### src/wake_sel_pkg.sv
package wake_sel_pkg;

  // ----------------------------------------------------------------
  // Register map: word index, byte address is four times the index
  // ----------------------------------------------------------------
  localparam int IDX_W = 10;
  localparam logic [9:0] IDX_SEL_8_11 = 10'h002;
  localparam logic [9:0] IDX_SEL_12_15 = 10'h003;
  localparam logic [9:0] IDX_MOD_EN = 10'h004;
  localparam logic [9:0] IDX_PIN_FLAG = 10'h005;
  localparam logic [9:0] IDX_MOD_FLAG = 10'h006;
  localparam logic [9:0] IDX_IRQ_STATUS = 10'h008;
  localparam logic [9:0] IDX_IRQ_MASK = 10'h009;

  // ----------------------------------------------------------------
  // Widths and reset values
  // ----------------------------------------------------------------
  localparam int ADDR_W = 12;
  localparam int DATA_W = 32;
  localparam int REG_W = 8;
  localparam int NUM_PINS = 8;
  localparam int NUM_MODULES = 8;
  localparam int FIELD_W = 2;
  localparam int IRQ_W = 2;
  localparam int IRQ_PIN_BIT = 0;
  localparam int IRQ_MOD_BIT = 1;
  localparam logic [7:0] REG_RESET = 8'h00;
  localparam logic [1:0] IRQ_RESET = 2'h0;
  localparam logic [31:0] DATA_ZERO = 32'h0000_0000;

  // ----------------------------------------------------------------
  // Edge detect modes of a pin field
  // ----------------------------------------------------------------
  localparam logic [1:0] MODE_OFF = 2'h0;
  localparam logic [1:0] MODE_RISE = 2'h1;
  localparam logic [1:0] MODE_FALL = 2'h2;
  localparam logic [1:0] MODE_ANY = 2'h3;

  function automatic logic edge_hit(input logic [1:0] mode,
                                    input logic prev, input logic cur);
    logic hit;
    hit = 1'b0;
    case (mode)
      MODE_RISE: hit = cur & ~prev;
      MODE_FALL: hit = prev & ~cur;
      MODE_ANY: hit = cur ^ prev;
      default: hit = 1'b0;
    endcase
    return hit;
  endfunction

endpackage

### src/low_leakage_wakeup_select.sv
`timescale 1ns/1ns
// Overview of operation
// - Pin field picks off, rising, falling, any.
// - Select byte A holds pins 11 to 8.
// - Select byte B holds pins 15 to 12.
// - Module enable bit gates its module flag.
// - Enable bit n belongs to module n.
// - Selections clear only on full chip reset.
// - Wake flags clear only by writing one or on full chip reset.
module low_leakage_wakeup_select
(
  input wire logic clk,
  input wire logic rst_n,
  input wire logic chip_rst_n,
  input wire logic psel,
  input wire logic penable,
  input wire logic pwrite,
  input wire logic [11:0] paddr,
  input wire logic [31:0] pwdata,
  input wire logic [3:0] pstrb,
  output logic [31:0] prdata,
  output logic pready,
  output logic pslverr,
  input wire logic [7:0] wake_pins,
  input wire logic [7:0] module_wake_flags,
  output logic wake_req,
  output logic irq
);

  // ----------------------------------------------------------------
  // Reset release
  // ----------------------------------------------------------------
  logic run_rst_n;
  logic chip_sync_n;

  reset_sync u_run_rst
  (
    .clk(clk),
    .rst_in_n(rst_n),
    .rst_out_n(run_rst_n)
  );

  // The chip reset alone may wipe the selection, so it has its own copy.
  reset_sync u_chip_rst
  (
    .clk(clk),
    .rst_in_n(chip_rst_n),
    .rst_out_n(chip_sync_n)
  );

  // ----------------------------------------------------------------
  // State
  // ----------------------------------------------------------------
  typedef struct packed
  {
    logic [7:0] pin_wake_select_8_11;
    logic [7:0] pin_wake_select_12_15;
    logic [7:0] module_wake_enable;
    logic [7:0] pin_wake_flag;
    logic [7:0] module_flag;
  } kept_state_t;

  typedef struct packed
  {
    logic [31:0] rdata;
    logic ready;
    logic slverr;
    logic [1:0] irq_status;
    logic [1:0] irq_mask;
    logic irq;
    logic wake_req;
  } run_state_t;

  kept_state_t kept;
  kept_state_t next_kept;
  run_state_t run;
  run_state_t next_run;

  logic [7:0] pin_hit;
  logic access;
  logic done;
  logic wr;
  logic rd;
  logic [9:0] idx;
  logic [7:0] wbyte;
  logic [7:0] mod_hit;

  pin_wake_detect u_detect
  (
    .clk(clk),
    .rst_n(run_rst_n),
    .wake_pins(wake_pins),
    .pin_edge_sel_field({kept.pin_wake_select_12_15,
                         kept.pin_wake_select_8_11}),
    .pin_hit(pin_hit)
  );

  // ----------------------------------------------------------------
  // Bus decode
  // ----------------------------------------------------------------
  function automatic logic is_mapped(input logic [9:0] i);
    logic m;
    m = 1'b0;
    if (i == wake_sel_pkg::IDX_SEL_8_11)
      m = 1'b1;
    else if (i == wake_sel_pkg::IDX_SEL_12_15)
      m = 1'b1;
    else if (i == wake_sel_pkg::IDX_MOD_EN)
      m = 1'b1;
    else if (i == wake_sel_pkg::IDX_PIN_FLAG)
      m = 1'b1;
    else if (i == wake_sel_pkg::IDX_MOD_FLAG)
      m = 1'b1;
    else if (i == wake_sel_pkg::IDX_IRQ_STATUS)
      m = 1'b1;
    else if (i == wake_sel_pkg::IDX_IRQ_MASK)
      m = 1'b1;
    return m;
  endfunction

  assign idx = paddr[11:2];
  assign access = psel && penable;
  assign done = access && run.ready;
  assign wr = done && pwrite && pstrb[0] && is_mapped(idx);
  assign rd = done && !pwrite;
  assign wbyte = pwdata[7:0];
  assign mod_hit = module_wake_flags & kept.module_wake_enable;

  // ----------------------------------------------------------------
  // Retained registers and wake flags
  // ----------------------------------------------------------------
  always_comb
  begin
    next_kept = kept;
    if (wr && idx == wake_sel_pkg::IDX_SEL_8_11)
      next_kept.pin_wake_select_8_11 = wbyte;
    if (wr && idx == wake_sel_pkg::IDX_SEL_12_15)
      next_kept.pin_wake_select_12_15 = wbyte;
    if (wr && idx == wake_sel_pkg::IDX_MOD_EN)
      next_kept.module_wake_enable = wbyte;
    if (wr && idx == wake_sel_pkg::IDX_PIN_FLAG)
      next_kept.pin_wake_flag = kept.pin_wake_flag & ~wbyte;
    if (wr && idx == wake_sel_pkg::IDX_MOD_FLAG)
      next_kept.module_flag = kept.module_flag & ~wbyte;
    // A new detection in the clearing cycle must survive the clear.
    next_kept.pin_wake_flag = next_kept.pin_wake_flag | pin_hit;
    next_kept.module_flag = next_kept.module_flag | mod_hit;
  end

  always_ff @(posedge clk or negedge chip_sync_n)
  begin
    if (!chip_sync_n)
      kept <= '0;
    else
      kept <= next_kept;
  end

  // ----------------------------------------------------------------
  // Bus answer, interrupt and wake request
  // ----------------------------------------------------------------
  always_comb
  begin
    next_run = run;
    next_run.ready = access && !run.ready;
    if (access && !run.ready)
    begin
      next_run.slverr = !is_mapped(idx);
      next_run.rdata = wake_sel_pkg::DATA_ZERO;
      if (idx == wake_sel_pkg::IDX_SEL_8_11)
        next_run.rdata[7:0] = kept.pin_wake_select_8_11;
      else if (idx == wake_sel_pkg::IDX_SEL_12_15)
        next_run.rdata[7:0] = kept.pin_wake_select_12_15;
      else if (idx == wake_sel_pkg::IDX_MOD_EN)
        next_run.rdata[7:0] = kept.module_wake_enable;
      else if (idx == wake_sel_pkg::IDX_PIN_FLAG)
        next_run.rdata[7:0] = kept.pin_wake_flag;
      else if (idx == wake_sel_pkg::IDX_MOD_FLAG)
        next_run.rdata[7:0] = kept.module_flag;
      else if (idx == wake_sel_pkg::IDX_IRQ_STATUS)
        next_run.rdata[1:0] = run.irq_status;
      else if (idx == wake_sel_pkg::IDX_IRQ_MASK)
        next_run.rdata[1:0] = run.irq_mask;
    end
    else if (!access)
    begin
      next_run.slverr = 1'b0;
      next_run.rdata = wake_sel_pkg::DATA_ZERO;
    end
    if (rd && idx == wake_sel_pkg::IDX_IRQ_STATUS)
      next_run.irq_status = wake_sel_pkg::IRQ_RESET;
    if (wr && idx == wake_sel_pkg::IDX_IRQ_MASK)
      next_run.irq_mask = wbyte[1:0];
    if (pin_hit != wake_sel_pkg::REG_RESET)
      next_run.irq_status[wake_sel_pkg::IRQ_PIN_BIT] = 1'b1;
    if (mod_hit != wake_sel_pkg::REG_RESET)
      next_run.irq_status[wake_sel_pkg::IRQ_MOD_BIT] = 1'b1;
    next_run.irq = |(next_run.irq_status & next_run.irq_mask);
    next_run.wake_req = |(next_kept.pin_wake_flag
                          | next_kept.module_flag);
  end

  always_ff @(posedge clk or negedge run_rst_n)
  begin
    if (!run_rst_n)
      run <= '0;
    else
      run <= next_run;
  end

  assign prdata = run.rdata;
  assign pready = run.ready;
  assign pslverr = run.slverr;
  assign irq = run.irq;
  assign wake_req = run.wake_req;
endmodule

### src/pin_wake_detect.sv
`timescale 1ns/1ns
module pin_wake_detect
(
  input wire logic clk,
  input wire logic rst_n,
  input wire logic [7:0] wake_pins,
  input wire logic [15:0] pin_edge_sel_field,
  output logic [7:0] pin_hit
);

  typedef struct packed
  {
    logic [7:0] meta;
    logic [7:0] cur;
    logic [7:0] prev;
    logic [7:0] hit;
  } det_state_t;

  det_state_t st;
  det_state_t next_st;

  always_comb
  begin
    next_st = st;
    next_st.meta = wake_pins;
    next_st.cur = st.meta;
    next_st.prev = st.cur;
    for (int i = 0; i < wake_sel_pkg::NUM_PINS; i++)
    begin
      next_st.hit[i] = wake_sel_pkg::edge_hit(
        pin_edge_sel_field[i*wake_sel_pkg::FIELD_W +: wake_sel_pkg::FIELD_W],
        st.prev[i], st.cur[i]);
    end
  end

  always_ff @(posedge clk or negedge rst_n)
  begin
    if (!rst_n)
      st <= '0;
    else
      st <= next_st;
  end

  assign pin_hit = st.hit;
endmodule

### src/reset_sync.sv
`timescale 1ns/1ns
module reset_sync
(
  input wire logic clk,
  input wire logic rst_in_n,
  output logic rst_out_n
);

  typedef struct packed
  {
    logic stage1;
    logic stage2;
  } sync_state_t;

  sync_state_t st;
  sync_state_t next_st;

  // Assertion is immediate; release waits two edges to avoid metastability.
  always_comb
  begin
    next_st.stage1 = 1'b1;
    next_st.stage2 = st.stage1;
  end

  always_ff @(posedge clk or negedge rst_in_n)
  begin
    if (!rst_in_n)
      st <= '0;
    else
      st <= next_st;
  end

  assign rst_out_n = st.stage2;

endmodule

### config.mk
export PLATFORM = sky130hd
export DESIGN_NAME = low_leakage_wakeup_select
export DESIGN_NICKNAME = d
export VERILOG_FILES = /design/src/wake_sel_pkg.sv /design/src/low_leakage_wakeup_select.sv /design/src/pin_wake_detect.sv /design/src/reset_sync.sv
export SDC_FILE = /design/constraint.sdc
export NUM_CORES = 1
export LEC_CHECK = 0
export BUFFER_PORTS_ARGS = -buffer_cell sky130_fd_sc_hd__buf_2
export CORE_ASPECT_RATIO = 1.25
export CORE_MARGIN = 3
export CORE_UTILIZATION = 50
export DETAILED_ROUTE_END_ITERATION = 8
export PLACE_DENSITY_LB_ADDON = 0.08
export SYNTH_ARGS = -nofsm -noshare
export SYNTH_HDL_FRONTEND = slang
export SYNTH_SLANG_ARGS = --single-unit
### constraint.sdc
create_clock -name clk -period 2.05 [get_ports clk]
set_clock_uncertainty 0.15 [all_clocks]
set_input_delay 0 -clock clk [delete_from_list [all_inputs] [get_ports clk]]
set_output_delay 0 -clock clk [all_outputs]
set_load 0.02 [all_outputs]
==> impl_metrics.ini <==
[status]
status = finished, final reports clean

[drt]
dr.pass1.iters = 4
drc = 0
vias = 3155
viasPerCell = 5.224
wirelength_um = 9585
drtIter0Drc = 146
final_antenna_net_count = 0
wire_per_inst_um = 15.87

[place]
hpwl_um = 6851
place.port_buffers = 52
gp_routability_congestion = 0.9250
dp.cells = 553

[worst_setup_path]
slowest_delay_ps = 550
crit_top_cell = nand2_1
crit_buf_inv = 1
path_delay_family = simple AND/OR/NAND/NOR gates
cp_data_required_time_ps = 2150
cp-start-kind = flop
reg2reg_slack_ps = 70
arrival_ps = 2080
crit_fanout = 5
end_kind = flop
critPathSlowestCell = dlygate4sd3_1
crit_type = flop to flop
path_cells = and3_4 > nand3_1 > and2b_2 > nand2_1 > nand2_1 > nand2_1 > dlygate4sd3_1

[clock_network]
clk_pin_slew_ps = 90
cts.path.max_buffers = 2
cts_made_buffers = 9
clock-root-buffer = clkbuf_8
numClockSinks = 92
cts_max_level = 3
cts_tree = done
clock_latency_ps = 360

[synth]
synthCells = 394
synth_area_leaders = dfrtp_1 (53%), buf_4 (5.6%), mux2_1 (4.7%), ha_1 (4.6%), nand2_1 (4.5%)
synth_common_cells = dfrtp_1 (92), nand2_1 (52), inv_1 (34)
synthArstFlopShare_pct = 100.0
netlist_area_mm2 = 0.004313
synth.avg_cell_area_um2 = 10.95
post-synth-top-area-cell = dfrtp_1
synth_cell_types = 51
synth-seq-cells = 92
synth.most_common_cell = dfrtp_1
synth_seq_area_share_pct = 53.38
synth_edf_count = 0
dominantRegCellSynth = dfrtp_1
yosys_warnings = 0
synth.top_cell.area_share_pct = 53.38

[pwr]
power.total_mw = 3.407
p_leak_nw = 2.753
powerDensity_mw_per_mm2 = 640.0
irDropWorstVdd_mv = 0.4598

[sta]
finalCriticalPeriod_ps = 1981
setup_viol = 0
tightest_slew_ps = 533.6
min_period_over_period_pct = 96.65
slew_headroom_pct = 64.42
drv_slew = 0
finalHoldViolations = 0
fmaxAchievable_mhz = 504.7

[run]
maxCapViolCount = 0

[die]
die_area_mm2 = 0.009783
die_h_um = 109.8
initial_core_util_pct = 51.76
rows = 37
core_area_mm2 = 0.008333
ios = 106
die_w_um = 89.07

[grt]
track_usage_pct = 21.05
grt_pass1_vias = 3093
grt_max_degree = 41
antenna_found_initial = 0
grt_pass1_wl_um = 15270
grt_overflow = 0

[final_layout]
drive_above_1_share_pct = 23.27
area_growth_pct = 23.41
antenna_cells = 0
fin_nets = 588
fin_cells = 604
nFillCells = 693

[worst_hold_path]
hold_class = primary input to flop
==> worst min-delay path, stage by stage <==
cell	delay, ps
buf_2	130
a22oi_1	110
a31oi_1	180
a21o_1	90
==> metrics by stage <==
| stage | cell area, um2 | hold slack, ps | TNS, ps | worst slack, ps | util, % |
|---|---|---|---|---|---|
| after global routing | 5323 | 93.71 | -56.61 | -56.61 | 63.87 |
| after detailed placement | 4743 | -363.8 | 0 | 29.22 | 56.92 |
| final | 5323 | 40.09 | 0 | 68.73 | 63.87 |
| after floorplan | 4404 | -445.6 | 0 | 17.50 | - |
| after CTS | 5293 | 28.80 | 0 | 3.784 | 63.51 |
| after global placement | 4743 | -364.8 | 0 | 76.42 | 56.92 |
==> layer usage <==
metal  track usage, %  vias to the layer above  wire length (um)
met5                0                        -                 0
met4            8.404                        0               253
met3            3.373                       17               447
met2            34.45                       90              4622
met1            27.92                     1533              4261
li1                 -                     1515                 -
==> timing repair <==
item	CTS	global route
hold endpoints to repair	61	0
buffers inserted	0	1
hold buffers	34	0
gates resized for setup	0	10
endpoints found under the setup margin	0	21
==> power breakdown <==
group	leakage [nW]	internal [mW]	switching [mW]
Combinational	1.46	0.119	0.161
Clock	0.0991	0.605	0.657
Sequential	1.20	1.84	0.0219
==> logic make-up (layout without fill, tap and decap cells) <==
group	count (synthesis)	after routing	share of synthesized area [%]
AO/OA/AOI/OAI	60	60	8.587
adder cells (fa/ha/maj)	16	16	4.642
buffers and inverters	73	162	9.167
flip-flops	92	92	53.38
multiplexers	41	41	10.33
other	2	26	0.1741
AND/OR/NAND/NOR	110	110	13.72
==> registers in the layout, summed over array words and instances, names as in the netlist <==
name                  flops
irq                       1
kept                     40
prdata                    8
pready                    1
pslverr                   1
run                       4
u_chip_rst.next_st        1
u_chip_rst.rst_out_n      1
u_detect.next_st         16
u_detect.pin_hit          8
u_detect.st               8
u_run_rst.next_st         1
u_run_rst.rst_out_n       1
wake_req                  1
==> layout make-up <==
| class | count | area, um2 | area share [%] |
|---|---|---|---|
| clock inverters | 6 | 71.32 | 1.340 |
| clock buffers | 10 | 137.6 | 2.586 |
| inverters | 34 | 127.6 | 2.398 |
| flip-flops and latches | 92 | 2303 | 43.28 |
| multi-input cells | 253 | 1728 | 32.46 |
| repair buffers | 112 | 833.3 | 15.66 |
| well taps | 97 | 121.4 | 2.280 |
==> worst paths after layout <==
| kind | start | to | cells after the start |
|---|---|---|---|
| max | pready | kept[4] | 7 |
| min | paddr[4] | pslverr | 4 |
| max reg2reg | pready | kept[4] | 7 |
| min reg2reg | u_run_rst.rst_out_n | u_detect.pin_hit[5] | 0 |
| max in group asynchronous | u_run_rst.rst_out_n | pslverr | 1 |
| min in group asynchronous | u_run_rst.rst_out_n | u_detect.pin_hit[5] | 0 |
==> cells in the final DEF (no fill, tap or decap), drive strengths merged, types with 3 or more instances in the layout <==
cell / netlist / layout
dfrtp: 92 / 92
buf: 35 / 78
nand2: 53 / 53
inv: 34 / 35
dlygate4sd3: 0 / 34
o21ai: 30 / 30
mux2: 28 / 28
conb: 2 / 26
ha: 16 / 16
mux2i: 13 / 13
clkbuf: 4 / 10
nor2: 8 / 8
nor4: 7 / 7
nand3: 6 / 6
nand2b: 5 / 5
a221oi: 5 / 5
nor3: 5 / 5
a21oi: 4 / 4
a22oi: 4 / 4
nand4: 4 / 4
or2: 3 / 3
nor3b: 3 / 3
nor4bb: 3 / 3
a31oi: 3 / 3
o22ai: 3 / 3
nor2b: 3 / 3
and3: 3 / 3
No activity file was read; power rests on OpenSTA's default activity.
